$ cat src/sirq_pkg.sv
/*
 serial interrupt frame constants: frame counts, channel map, states.
 assumes a 125 mhz clock and a shared open-drain line with pull-up.
*/
package sirq_pkg;
  localparam int unsigned CLK_PERIOD_NS  = 8;
  localparam int unsigned MIN_CHANNELS   = 17;
  localparam int unsigned MAX_CHANNELS   = 32;
  localparam int unsigned START_CLKS     = 4;
  localparam int unsigned STOP_CLKS      = 2;
  localparam int unsigned SLOT_CLKS      = 3;
  localparam int unsigned SYNC_LAT       = 4;
  localparam int unsigned PCI_CHANNELS   = 16;
  localparam int unsigned CASCADE_LEVEL  = 2;
  localparam int unsigned IRQ_KEYBOARD   = 1;
  localparam int unsigned IRQ_SERIAL_A   = 3;
  localparam int unsigned IRQ_SERIAL_B   = 4;
  localparam int unsigned IRQ_FLOPPY     = 6;
  localparam int unsigned IRQ_RTC        = 8;
  localparam int unsigned IRQ_MOUSE      = 12;
  localparam int unsigned IRQ_IDE        = 14;
  localparam logic [15:0] ACTIVE_LOW_MAP = 16'h0100;
  localparam logic [5:0]  CHANNELS_RST   = 6'h11;

  typedef enum logic [2:0] {
    SIRQ_IDLE  = 3'b000,
    SIRQ_START = 3'b001,
    SIRQ_SLOT  = 3'b010,
    SIRQ_STOP  = 3'b011,
    SIRQ_TURN  = 3'b100
  } sirq_state_e;
endpackage

$ cat src/sirq_host.sv
/*
 host end of the serialized interrupt line: frames cycles, samples
 channels into irq levels, cascades slave pic, scans pci channels.
 assumes an open-drain line with external pull-up; oe high drives low.
*/
`timescale 1ns/10ps
`default_nettype none
module sirq_host
  import sirq_pkg::*;
(
  input  wire logic        i_clk,
  input  wire logic        i_srst,
  input  wire logic        i_continuous,
  input  wire logic [5:0]  i_channels,
  input  wire logic        i_line_in,
  output logic             o_line_out,
  output logic             o_line_oe,
  output logic [15:0]      o_irq_level,
  output logic [PCI_CHANNELS-1:0] o_pci_level,
  output logic [7:0]       o_primary_req,
  output logic             o_cycle_done
);
  sirq_state_e  state_q;
  sirq_state_e  state_d;
  logic [2:0]   phase_q;
  logic [5:0]   chan_q;
  logic [5:0]   nchan_q;
  logic [31:0]  sample_q;
  logic         prev_q;
  logic         line_s;
  logic         slave_start;
  logic         last_phase;
  logic         last_chan;
  logic [5:0]   nchan_clip;
  logic [15:0]  irq_true;
  logic [7:0]   prim_in;
  logic         sample_now;
  logic         own_echo;
  logic         turn_q;
  logic [SYNC_LAT-1:0]   strobe_dly_q;
  logic [SYNC_LAT-1:0]   oe_dly_q;
  logic [5*SYNC_LAT-1:0] idx_dly_q;

  sirq_sync u_sync (
    .i_clk   (i_clk),
    .i_srst  (i_srst),
    .i_pin   (i_line_in),
    .o_level (line_s)
  );

  // a slave pulls the idle line low to wake us in quiet mode
  // our own start and stop come back through the synchroniser late;
  // without this blanking the stop frame would wake us in quiet mode
  assign own_echo    = o_line_oe || (|oe_dly_q);
  assign slave_start = !i_continuous && prev_q && !line_s &&
                       !own_echo;
  // channel count clamped so the frame never drops under the minimum
  assign nchan_clip = (i_channels < 6'(MIN_CHANNELS)) ? 6'(MIN_CHANNELS) :
                      (i_channels > 6'(MAX_CHANNELS)) ? 6'(MAX_CHANNELS) :
                      i_channels;
  assign last_chan  = (chan_q == nchan_q - 6'd1);

  always_comb begin
    last_phase = 1'b0;
    unique case (state_q)
      SIRQ_START: last_phase = (phase_q == 3'(START_CLKS - 1));
      SIRQ_STOP:  last_phase = (phase_q == 3'(STOP_CLKS - 1));
      SIRQ_SLOT:  last_phase = (phase_q == 3'(SLOT_CLKS - 1));
      SIRQ_TURN:  last_phase = 1'b1;
      SIRQ_IDLE:  last_phase = 1'b0;
    endcase
  end

  always_comb begin
    state_d = state_q;
    unique case (state_q)
      SIRQ_IDLE:  if (i_continuous || slave_start) state_d = SIRQ_START;
      SIRQ_START: if (last_phase) state_d = SIRQ_SLOT;
      SIRQ_SLOT:  if (last_phase && last_chan) state_d = SIRQ_STOP;
      SIRQ_STOP:  if (last_phase) state_d = SIRQ_TURN;
      SIRQ_TURN:  state_d = SIRQ_IDLE;
      default:    state_d = SIRQ_IDLE;
    endcase
  end

  always_ff @(posedge i_clk) begin
    if (i_srst) begin
      state_q <= SIRQ_IDLE;
      phase_q <= 3'h0;
      chan_q  <= 6'h00;
      nchan_q <= CHANNELS_RST;
      prev_q  <= 1'b1;
    end else begin
      state_q <= state_d;
      prev_q  <= line_s;
      phase_q <= (state_q != state_d || last_phase) ? 3'h0 : phase_q + 3'h1;
      if (state_q == SIRQ_IDLE) begin
        chan_q  <= 6'h00;
        nchan_q <= nchan_clip;
      end else if (state_q == SIRQ_SLOT && last_phase) begin
        chan_q <= chan_q + 6'h01;
      end
    end
  end

  // sample in the middle clock of each slot; a low line means asserted.
  // line_s trails the pin by the synchroniser, so the strobe and its
  // channel index are delayed by the same count before they are used
  assign sample_now = (state_q == SIRQ_SLOT) && (phase_q == 3'h1);

  always_ff @(posedge i_clk) begin
    if (i_srst) begin
      sample_q     <= 32'h0000_0000;
      strobe_dly_q <= '0;
      idx_dly_q    <= '0;
      oe_dly_q     <= '0;
    end else begin
      strobe_dly_q <= {strobe_dly_q[SYNC_LAT-2:0], sample_now};
      idx_dly_q    <= {idx_dly_q[5*SYNC_LAT-6:0], chan_q[4:0]};
      oe_dly_q     <= {oe_dly_q[SYNC_LAT-2:0], o_line_oe};
      if (strobe_dly_q[SYNC_LAT-1]) begin
        sample_q[idx_dly_q[5*SYNC_LAT-1 -: 5]] <= !line_s;
      end
    end
  end

  // host drives start low in continuous mode; in quiet mode it only
  // extends a slave-begun start, as the slave drives the first clocks
  always_ff @(posedge i_clk) begin
    if (i_srst) begin
      o_line_out <= 1'b0;
      o_line_oe  <= 1'b0;
    end else begin
      o_line_out <= 1'b0;
      o_line_oe  <= (state_d == SIRQ_START) ||
                    (state_d == SIRQ_STOP);
    end
  end

  // rtc level is active low: invert so all irq_level bits are active high
  assign irq_true = sample_q[15:0] ^ ACTIVE_LOW_MAP;
  // slave pic output ties into primary input 2
  genvar g;
  generate
    for (g = 0; g < 8; g++) begin : g_prim
      if (g == CASCADE_LEVEL) begin : g_casc
        assign prim_in[g] = |irq_true[15:8];
      end else begin : g_direct
        assign prim_in[g] = irq_true[g];
      end
    end
  endgenerate

  always_ff @(posedge i_clk) begin
    if (i_srst) begin
      o_irq_level   <= 16'h0000;
      o_pci_level   <= 16'h0000;
      o_primary_req <= 8'h00;
      o_cycle_done  <= 1'b0;
      turn_q        <= 1'b0;
    end else begin
      // one clock after turn, so the last slot's delayed sample is in
      turn_q       <= (state_q == SIRQ_TURN);
      o_cycle_done <= turn_q;
      if (turn_q) begin
        o_irq_level   <= irq_true;
        o_pci_level   <= sample_q[31:16] & {16{nchan_q == 6'(MAX_CHANNELS)}};
        o_primary_req <= prim_in;
      end
    end
  end

  property p_frame_len;
    @(posedge i_clk) disable iff (i_srst)
      (state_q == SIRQ_START && $past(state_q) == SIRQ_IDLE) |->
        ##4 state_q == SIRQ_SLOT;
  endproperty
  a_frame_len: assert property (p_frame_len) else $error("start len");
  property p_min_chan;
    @(posedge i_clk) disable iff (i_srst)
      (state_q == SIRQ_SLOT && state_d == SIRQ_STOP) |->
        chan_q >= 6'(MIN_CHANNELS - 1);
  endproperty
  a_min_chan: assert property (p_min_chan) else $error("too few");
  property p_max_chan;
    @(posedge i_clk) disable iff (i_srst) nchan_q <= 6'(MAX_CHANNELS);
  endproperty
  a_max_chan: assert property (p_max_chan) else $error("too many");
  property p_cont_start;
    @(posedge i_clk) disable iff (i_srst)
      (state_q == SIRQ_IDLE && i_continuous) |=> o_line_oe;
  endproperty
  a_cont_start: assert property (p_cont_start) else $error("no start");
  property p_quiet;
    @(posedge i_clk) disable iff (i_srst)
      (state_q == SIRQ_IDLE && !i_continuous && !slave_start) |=> !o_line_oe;
  endproperty
  a_quiet: assert property (p_quiet) else $error("quiet drive");
  property p_ascend;
    @(posedge i_clk) disable iff (i_srst)
      (state_q == SIRQ_SLOT && last_phase && !last_chan) |=>
        chan_q == $past(chan_q) + 6'd1;
  endproperty
  a_ascend: assert property (p_ascend) else $error("order");
  property p_idle_after;
    @(posedge i_clk) disable iff (i_srst)
      state_q == SIRQ_TURN |=>
        state_q == SIRQ_IDLE ##1 o_cycle_done ##1 !o_cycle_done;
  endproperty
  a_idle_after: assert property (p_idle_after) else $error("idle");
  property p_cascade;
    @(posedge i_clk) disable iff (i_srst)
      o_primary_req[CASCADE_LEVEL] == (|o_irq_level[15:8]);
  endproperty
  a_cascade: assert property (p_cascade) else $error("cascade");
  property p_rtc_low;
    @(posedge i_clk) disable iff (i_srst)
      state_q == SIRQ_TURN |=>
        ##1 o_irq_level[IRQ_RTC] == !$past(sample_q[IRQ_RTC]);
  endproperty
  a_rtc_low: assert property (p_rtc_low) else $error("rtc pol");
  property p_pci;
    @(posedge i_clk) disable iff (i_srst)
      (nchan_q != 6'(MAX_CHANNELS) && state_q == SIRQ_TURN) |=>
        ##1 o_pci_level == 16'h0000;
  endproperty
  a_pci: assert property (p_pci) else $error("pci");
  c_cont: cover property (@(posedge i_clk) state_q == SIRQ_TURN && i_continuous);
  c_quiet: cover property (@(posedge i_clk) slave_start);
  c_full: cover property (@(posedge i_clk) o_cycle_done && nchan_q == 6'(MAX_CHANNELS));
endmodule
`default_nettype wire

$ cat src/sirq_sync.sv
/*
 three-flop synchroniser with agreement filter for a pin input.
 assumes the pin is asynchronous to i_clk.
*/
`timescale 1ns/10ps
`default_nettype none
module sirq_sync (
  input  wire logic i_clk,
  input  wire logic i_srst,
  input  wire logic i_pin,
  output logic      o_level
);
  logic s1_q;
  logic s2_q;
  logic s3_q;
  // first stage read only by the second; reset to the idle-high line
  always_ff @(posedge i_clk) begin
    if (i_srst) begin
      s1_q    <= 1'b1;
      s2_q    <= 1'b1;
      s3_q    <= 1'b1;
      o_level <= 1'b1;
    end else begin
      s1_q <= i_pin;
      s2_q <= s1_q;
      s3_q <= s2_q;
      if (s2_q == s3_q) begin
        o_level <= s3_q;
      end
    end
  end
endmodule
`default_nettype wire

$ cat config.mk
export PLATFORM = sky130hd
export DESIGN_NAME = sirq_host
export DESIGN_NICKNAME = d
export VERILOG_FILES = /design/src/sirq_pkg.sv /design/src/sirq_host.sv /design/src/sirq_sync.sv
export SDC_FILE = /design/constraint.sdc
export NUM_CORES = 1
export LEC_CHECK = 0
export BUFFER_PORTS_ARGS = -buffer_cell sky130_fd_sc_hd__buf_2
export CAP_MARGIN = 20
export CORE_AREA = 4 4 96 98
export CTS_CLUSTER_DIAMETER = 100
export DETAILED_ROUTE_END_ITERATION = 10
export DIE_AREA = 0 0 100 102
export GPL_TIMING_DRIVEN = 0
export PLACE_DENSITY = 0.71
export RECOVER_POWER = 100
export SYNTH_ARGS = -nofsm -noshare
export SYNTH_HDL_FRONTEND = slang
export SYNTH_SLANG_ARGS = --single-unit
$ cat constraint.sdc
create_clock -name i_clk -period 2.35 [get_ports i_clk]
set_input_delay 0.1175 -clock i_clk [delete_from_list [all_inputs] [get_ports i_clk]]
set_output_delay 0.1175 -clock i_clk [all_outputs]
set_load 0.01 [all_outputs]
==> flow_summary.ini, run 1 <==
[sta]
period_needed_ns = 2.180
drv_slew = 0
setup_tns_ns = 0
fin_crit_sh = 0.9277
skew_ns = 0.006720
worstMarginPinSlew_ns = 0.6579
fmax_mhz = 458.7
setup_viol_count_final = 0
rsz0062_at_grt = no
hold_viol = 0
relSlewSlack = 0.5614

[placed_design]
dpl.cell_count = 639
place.gp.congestion = 0.8169
port_buffers = 50
dp_hpwl_um = 6364
placed_cell_area_sq_um = 4923

[cells_and_area]
fin_area_sq_um = 5549
layout.cells.non_filler = 677
syn2layout_area_growth_pct = 22.41
drive_above_1_share = 0.1107
final_nets = 570
multi_input_area_sq_um = 1952
fin_util = 0.6555
seqCellArea_sq_um = 2382
num_antenna_cells = 0
fillers = 728

[grt]
antenna_found_initial = 0
first_global_vias = 3369
grt_max_degree = 17
overflow = 0
grt_pass1_wl_um = 15700
grtUsageTotal = 0.1935

[run_status]
run_status = finished clean

[worst_hold_path]
hold_class = in -> reg

[power_and_ir_drop]
vdd_ir_drop_max_v = 0.0005512
leakage_nw = 1.987
power_density_nw_per_um2 = 871.3

[yosys]
syn_nets = 494
ys_ff_latch = 119
synth_area_per_cell_sq_um = 9.444
syn_area_sq_um = 4533
yosys.cell_types.count = 46
yosysSeqAreaShare = 0.5255
yosys_warnings = 0
yosysTopAreaCell = dfxtp_1
synthesis.instances = 480
synth.top_cell.area_share = 0.5255
synthTopCellsByArea = dfxtp_1, nor2b_1, a21oi_1

[clock_network]
htreeDepth = 4
cts_setup_buffers = 0
numCtsBuffers = 17
cts.path.max_buffers = 2
path_clk_slew_ns = 0.05
cts_sinks = 119
cts_tree = built
clockRootBuffer = clkbuf_8
worst_skew_pair.late_latency_ns = 0.50

[route]
dr.pass1.iters = 6
antenna_left = 0
drtIter0Drc = 110
wl_per_cell_um = 14.23
dr_total_vias = 3620
drc_errors = 0
viasPerCell = 5.347
wirelength_um = 9635

[run]
drv_cap = 0

[setup_path]
crit_slowest_cell = or4_1
critPathMaxStageDelay_ns = 0.58
crit_fanout = 5
crit_chain = inv_1 -> ha_1 -> o21ba_1 -> a221oi_2 -> a41oi_1 -> or4_1 -> a31oi_1
start_kind = register
regToRegSetupSlack_ns = 0.17
end_kind = register
cp_data_arrival_time_ns = 2.60
crit_type = reg -> reg
critical_path_required_ns = 2.77

[die]
die_w_um = 100
die-area_sq_um = 10200
initial_core_util = 0.5355
core_area_sq_um = 8466
fp-row-count = 34
io_pins = 53
die_y_um = 102
-- cells in the final DEF, fill, tap and decap left out, drive strengths merged, types with 2 or more instances in the layout --
cell type and n:
nand3b 5, ha 4, nor3 5, nand2 10, inv 4, a21oi 55
dlygate4sd3 6, nand4 2, clkbuf 92, or3b 2, xor2 7, nor2b 47
and3 2, or4 2, buf 20, a31oi 2, o21ai 35, nor4b 5
nor4 4, nand2b 5, nand3 8, o21bai 2, or2 4, nor2 47
clkinv 4, mux2i 16, bufinv 3, dfxtp 119, or3 34, xnor2 7
-- cell type report --
type,instances,area share
plain buffers,36,0.03292
clock buffers,25,0.09087
clock inverters,7,0.02052
inverters,4,0.002706
multi-input cells,321,0.3517
flip-flops and latches,119,0.4293
well taps,108,0.02435
repair buffers,57,0.04758
-- cells by family (layout without fill, tap and decap cells) --
kind of cell    Yosys count  in the layout  synth area share
other cells               1              1         0.0008272
xor+xnor                 14             14           0.02705
simple gates            184            184            0.2346
compound gates          102            102            0.1217
fa+ha+maj                 4              4           0.01104
mux                      16             16           0.03533
buf+inv                  40            129           0.04389
flops                   119            119            0.5255
-- synthesized netlist by cell type (all sizes together) --
library cell,number
a211oi,1
or3b,2
nor2,47
nor2b,47
buf,15
o21bai,2
o21ba,1
or2,4
nand4b,1
xnor2,7
mux2i,16
a41oi,1
a21oi,55
a21boi,1
nor4,4
nor3b,1
or4,2
nand4,2
ha,4
a221oi,1
o21ai,35
or3,34
a31oi,2
nor4b,5
xor2,7
dfxtp,119
nand2,10
nand2b,5
inv,4
clkbuf,21
a311oi,1
o2111ai,1
o31ai,1
and3,2
nor3,5
nand3,8
nand3b,5
conb,1
-- power breakdown --
| part | switching, mW | internal [mW] |
|---|---|---|
| logic | 0.0856 | 0.0591 |
| registers | 0.0205 | 2.04 |
| clock network | 0.851 | 1.78 |
| total | 0.957 | 3.88 |
-- worst paths after layout --
check                              to                    start  cells past startpoint
max              o_line_oe$_SDFF_PP0_  nchan_q[0]$_SDFFE_PP1P_                      7
min          idx_dly_q[18]$_SDFF_PP0_                   i_srst                      2
max reg2reg      o_line_oe$_SDFF_PP0_  nchan_q[0]$_SDFFE_PP1P_                      7
min reg2reg    u_sync.s2_q$_SDFF_PP1_   u_sync.s1_q$_SDFF_PP1_                      1
-- layer usage --
metal,part of all wire,routed length (um),track usage
met2,0.50,4780,0.3325
met4,0.012,114,0.07668
met1,0.43,4133,0.2337
met3,0.063,607,0.04915
met5,0,0,0
-- through the flow --
stage | hold slack, ns | worst slack (ns) | power (mW)
2_1_floorplan | 0.2213 | 0.4191 | 2.194
3_3_place_gp | 0.3195 | 0.008949 | 2.228
3_5_place_dp | 0.3126 | 0.2697 | 2.234
4_1_cts | 0.003114 | 0.1894 | 4.854
5_1_grt | 0.02876 | 0.02608 | 4.988
6_report | 0.01105 | 0.1700 | 4.835
-- timing repair --
action | in CTS | in global routing
hold endpoints to repair | 7 | 0
hold buffers | 6 | 0
setup endpoints to repair | 0 | 0
gates resized for setup | 0 | 0
-- state kept, by name (all words and copies together) (netlist names), 3 cells and up --
signal	flops
chan_q	6
idx_dly_q	20
nchan_q	6
o_irq_level	16
o_pci_level	16
oe_dly_q	4
phase_q	3
sample_q	32
state_q	3
strobe_dly_q	4
-- worst max-delay path: cells and delay by family, from the launching register on --
family / cells / cell delay, ns
AOI/OAI and AO/OA: 4 / 0.71
buffers and inverters: 1 / 0.09
DFF: 1 / 0.46
adders and majority gates: 1 / 0.26
and+or+nand+nor: 1 / 0.58
Power figures use the tool's default switching activity.
==> run 2, diff against run 1 <==
Settings changed: RECOVER_POWER 100 to default.
==> run 2 against run 1 <==
Effect of this change:
- die area did not move
- flip-flop and latch count unchanged
- sequential share of layout area shrank 0.40 points
- clock power barely moved
- register-to-register slack is essentially flat
- routed wire length is 0.32% lower
- via count barely moved
- first-iteration DRC count down 4.5%
- hold slack lost 0.0059 ns
- utilization is 0.62 points higher
- non-clock buffer count did not move
==> flow_summary.ini, run 2 (synthesis gave the netlist of run 1 again) <==
[sta]
skew_ns = 0.007944
fmax_mhz = 458.8
hold_viol = 0
period_needed_ns = 2.180
setup_viol_count_final = 0
drv_slew = 0
rsz0062_at_grt = no
holdWs_ns = 0.005115
relSlewSlack = 0.5590
setup_tns_ns = 0
fin_crit_sh = 0.9275
worstMarginPinSlew_ns = 0.6616

[cells_and_area]
layout.cells.non_filler = 677
layout_commonest_cell = dfxtp_1
reg_top3 = sample_q (32), idx_dly_q (20)
largest-register = sample_q
final_nets = 570
fillers = 710
largest_reg_flops = 32
drive_above_1_share = 0.1845
num_antenna_cells = 0
syn2layout_area_growth_pct = 23.57
mostFrequentLayoutCells = dfxtp_1, a21oi_1, buf_2, nor2b_1, nor2_1

[die]
die-area_sq_um = 10200
io_pins = 53
fp-row-count = 34
initial_core_util = 0.5355
die_y_um = 102
die_w_um = 100
core_area_sq_um = 8466

[clock_network]
clockRootBuffer = clkbuf_8
path_clk_slew_ns = 0.05
cts_setup_buffers = 0
worst_skew_pair.late_latency_ns = 0.51
numCtsBuffers = 17
cts_tree = built
cts.path.max_buffers = 2
cts_sinks = 119
htreeDepth = 4

[run_status]
run_status = finished clean

[setup_path]
crit_fanout = 5
r2r_end = o_line_oe$_SDFF_PP0_
cp_data_arrival_time_ns = 2.61
start_kind = register
crit_type = reg -> reg
r2r_cells = 7
end_kind = register
cp-startpoint = nchan_q[0]$_SDFFE_PP1P_
crit_end = o_line_oe$_SDFF_PP0_
r2r-start = nchan_q[0]$_SDFFE_PP1P_
regToRegSetupSlack_ns = 0.17
critical_path_required_ns = 2.78

[run]
drv_cap = 0

[placed_design]
place.gp.congestion = 0.8169
dp_hpwl_um = 6364
dpl.cell_count = 639
port_buffers = 50

[route]
dr_wl_met2_um = 4765
dr_total_vias = 3618
routed-wl-met3_um = 547
drtIter0Drc = 105
wl_per_cell_um = 14.19
viasPerCell = 5.344
drc_errors = 0
wirelength_um = 9604
antenna_left = 0
wl_met1_um = 4190
top_layer = met4
dr.pass1.iters = 5

[power_and_ir_drop]
leakage_nw = 2.173
vdd_ir_drop_max_v = 0.0005549
power_density_nw_per_um2 = 864.4

[grt]
grtUsageTotal = 0.1935
grt_max_degree = 17
overflow = 0
first_global_vias = 3369
antenna_found_initial = 0
grt_pass1_wl_um = 15700

[worst_hold_path]
hold_class = in -> reg
==> run 2: cell types whose count changed in the layout (fill, tap and decap cells not counted) <==
cell      before  now
buf_1          0    2
buf_2         12   54
buf_4          6    8
clkbuf_1      67   23
clkbuf_4       2    0
==> run 2: area by class of cell <==
class / instances / area, sq um / share of cell area
clock buffer: 25 / 504.2 / 0.09002
sequential: 119 / 2382 / 0.4253
tap: 108 / 135.1 / 0.02412
inverter: 4 / 15.01 / 0.002680
buffer: 36 / 183.9 / 0.03283
timing repair buffer: 57 / 315.3 / 0.05629
multi-input combinational: 321 / 1952 / 0.3484
clock inverter: 7 / 113.9 / 0.02033
==> run 2: stage by stage <==
step	instance area (sq um)	power (mW)	worst slack [ns]	utilization
2_1_floorplan	4533	2.194	0.4191	-
5_1_grt	5602	4.988	0.04030	0.6617
3_3_place_gp	4918	2.228	0.008949	0.5810
3_5_place_dp	4923	2.234	0.2697	0.5816
6_report	5602	4.842	0.1705	0.6617
4_1_cts	5602	4.854	0.1894	0.6617
==> run 2: worst min-delay path by stage <==
stage	cells past startpoint	to	slack, ns	startpoint
global route	2	strobe_dly_q[2]$_SDFF_PP0_	0.03	i_srst
global placement	2	u_sync.s1_q$_SDFF_PP1_	0.32	i_line_in
CTS	2	idx_dly_q[18]$_SDFF_PP0_	0.003	i_srst
floorplan	1	u_sync.s1_q$_SDFF_PP1_	0.22	i_line_in
finish	2	idx_dly_q[18]$_SDFF_PP0_	0.005	i_srst
detailed placement	2	u_sync.s1_q$_SDFF_PP1_	0.31	i_line_in
==> run 2: report_power, final <==
group / internal [mW] / switching, mW / leakage (nW)
sequential: 2.04 / 0.0205 / 0.961
combinational: 0.0596 / 0.0854 / 0.903
clock: 1.78 / 0.858 / 0.308
==> run 2: timing repair <==
| action | CTS | global route |
|---|---|---|
| endpoints found under the setup margin | 0 | 0 |
| resized for setup | 0 | 0 |
| hold endpoints to repair | 7 | 0 |
| hold buffers | 6 | 0 |
==> run 2: layer usage <==
metal,vias up,GRT usage
li1,1799,-
met1,1708,0.2337
met2,99,0.3325
met3,12,0.04915
met4,0,0.07668
met5,-,0
==> run 2: worst max-delay path, stage by stage (launching register included) <==
cell	delay [ns]
dfxtp_1	0.46
inv_1	0.09
ha_1	0.26
o21ba_1	0.20
a221oi_2	0.26
a41oi_1	0.06
or4_1	0.58
a31oi_1	0.19
==> run 3, diff against run 2 <==
Settings changed: ABC_AREA from default to 1, PLACE_DENSITY 0.71 to 0.7.
==> run 3 against run 2 <==
Effect of this change:
- non-clock buffer count shrank 5
- critical endpoint is now nchan_q[3]$_SDFFE_PP0P_
- synthesized cell count grew 20%
- largest power group unchanged
- worst setup slack gained 0.043 ns
- flip-flop and latch count is the same
- sequential share of layout area grew 0.48 points
==> flow_summary.ini, run 3 <==
[run_status]
run_status = finished clean

[grt]
grt_max_degree = 17
overflow = 0
antenna_found_initial = 0
grtUsageTotal = 0.2083
grt_pass1_wl_um = 16840
first_global_vias = 3712

[die]
io_pins = 53
die-area_sq_um = 10200
core_area_sq_um = 8466
fp-row-count = 34
die_y_um = 102
die_w_um = 100
initial_core_util = 0.5318

[setup_path]
critPathMaxStageDelay_ns = 0.59
regToRegSetupSlack_ns = 0.21
crit_fanout = 5
crit_slowest_cell = dlygate4sd3_1
start_kind = register
cp_data_arrival_time_ns = 2.59
crit_cells = 8
end_kind = register
r2r_cells = 8
crit_type = reg -> reg
r2r_end = nchan_q[3]$_SDFFE_PP0P_
cp_top_family = buffers and inverters
r2r-start = state_q[0]$_SDFF_PP0_
cp-startpoint = state_q[0]$_SDFF_PP0_
crit_chain = inv_2 -> nand2_2 -> nor2_1 -> inv_1 -> o31ai_4 -> nand4_1 -> dlygate4sd3_1 -> nand2_1
path_buf_inv = 3
crit_end = nchan_q[3]$_SDFFE_PP0P_
critical_path_required_ns = 2.80

[cells_and_area]
syn2layout_area_growth_pct = 23.04
layout_commonest_cell = dfxtp_1
final_nets = 666
largest-register = sample_q
reg_top3 = sample_q (32), idx_dly_q (20)
fin_util = 0.6543
drive_above_1_share = 0.1611
num_antenna_cells = 0
mostFrequentLayoutCells = dfxtp_1, nor2_1, o21ai_0, a21oi_1, nand2_1
largest_reg_flops = 32

[clock_network]
cts-resized-gates = 0
cts_tree = built
cts_sinks = 119
worst_skew_pair.late_latency_ns = 0.51
cts.path.max_buffers = 2
htreeDepth = 4
clockRootBuffer = clkbuf_8
path_clk_slew_ns = 0.05
cts_setup_buffers = 0
cts_hold_buffers = 7
numCtsBuffers = 17

[yosys]
async_reset_ff_frac = 0
synth.top_cell.area_share = 0.5292
synthTopCellsByCount = dfxtp_1, nor2_1, o21ai_0, a21oi_1, nand2_1
synth_top_flop_cell = dfxtp_1
yosys_warnings = 0
yosysSeqAreaShare = 0.5292
synthMostInstantiatedCell = dfxtp_1
yosys.cell_types.count = 31
syn_nets = 590
synthesis.instances = 576
syn_area_sq_um = 4502
synthTopCellsByArea = dfxtp_1, nor2_1, o21ai_0
ys_ff_latch = 119
synth_area_per_cell_sq_um = 7.816
yosysTopAreaCell = dfxtp_1
synth_edf_count = 0

[sta]
relSlewSlack = 0.6194
skew_ns = 0.009396
setup_viol_count_final = 0
fin_crit_sh = 0.9092
drv_slew = 0
fmax_mhz = 468.0
setup_tns_ns = 0
hold_viol = 0
worstMarginPinSlew_ns = 0.5709
period_needed_ns = 2.137
rsz0062_at_grt = no

[route]
top_layer = met4
drc_errors = 0
wirelength_um = 9990
wl_met1_um = 4390
antenna_left = 0
viasPerCell = 5.035
dr_total_vias = 3887
drtIter0Drc = 189
wl_per_cell_um = 12.94
dr_wl_met2_um = 4964
dr.pass1.iters = 4
routed-wl-met3_um = 526

[power_and_ir_drop]
power_density_nw_per_um2 = 851.4
vdd_ir_drop_max_v = 0.0005459
leakage_nw = 2.421

[run]
drv_cap = 0

[placed_design]
port_buffers = 50
dp_hpwl_um = 6968
place.gp.congestion = 0.8505

[worst_hold_path]
hold_class = in -> reg
run 3: cell types whose count changed in the layout (fill, tap and decap cells not counted), moves of 6 or more:
cell | before | now
nor2b_1 | 47 | 0
inv_1 | 4 | 56
nand3_1 | 7 | 25
o21ai_0 | 35 | 69
nor2_1 | 47 | 109
nand2_1 | 10 | 60
mux2i_1 | 16 | 0
a21oi_1 | 55 | 61
or3_1 | 34 | 0
run 3: logic make-up (layout without fill, tap and decap cells):
kind of cell / Yosys count / after routing / synth area share
flip-flops: 119 / 119 / 0.5292
XOR/XNOR: 6 / 6 / 0.01167
AND/OR/NAND/NOR: 221 / 221 / 0.2087
other: 1 / 1 / 0.0008330
buffers and inverters: 90 / 178 / 0.08255
AO/OA/AOI/OAI: 135 / 135 / 0.1559
adder cells (fa/ha/maj): 4 / 4 / 0.01112
run 3: cell type report:
| class | count | area, sq um |
|---|---|---|
| repair buffers | 57 | 320.3 |
| clock inverters | 8 | 95.09 |
| plain buffers | 31 | 147.6 |
| flip-flops and latches | 119 | 2382 |
| well taps | 108 | 135.1 |
| inverters | 59 | 224.0 |
| clock buffers | 23 | 486.7 |
| fillers | 738 | 2927 |
| multi-input cells | 367 | 1748 |
run 3: per-layer routing:
metal  vias to the layer above  track usage
met2                        90       0.3648
met1                      1775       0.2391
li1                       2012            -
met4                         0      0.07461
met5                         -            0
met3                        10      0.06894
run 3: worst min-delay path, stage by stage:
cell	delay (ns)
buf_2	0.09
inv_1	0.05
nand2_1	0.15
nand3_1	0.09
run 3: how the worst min path moves through the flow:
stage	from	cells past startpoint	to	slack [ns]
5_1_grt	i_channels[5]	4	nchan_q[4]$_SDFFE_PP1P_	0.05
6_report	i_channels[5]	4	nchan_q[4]$_SDFFE_PP1P_	0.05
3_5_place_dp	i_line_in	2	u_sync.s1_q$_SDFF_PP1_	0.31
4_1_cts	i_channels[5]	5	nchan_q[2]$_SDFFE_PP0P_	0.02
3_3_place_gp	i_line_in	2	u_sync.s1_q$_SDFF_PP1_	0.30
2_1_floorplan	i_line_in	1	u_sync.s1_q$_SDFF_PP1_	0.22
run 3: stage by stage:
stage               hold slack, ns  instance area (sq um)  worst slack, ns  cells  power (mW)
floorplan                   0.2213                   4502           0.7774    576       2.218
global placement            0.3038                   4887           0.6236    734       2.262
detailed placement          0.3067                   4887           0.5622    734       2.267
CTS                        0.02444                   5539           0.1854    772       4.750
global route               0.04786                   5539          0.04076    772       4.882
finish                     0.04734                   5539           0.2134    772       4.716
run 3: where the power goes:
part	leakage, nW	switching (mW)	internal (mW)
Clock	0.286	0.847	1.63
Combinational	1.17	0.114	0.0653
Sequential	0.961	0.0163	2.04
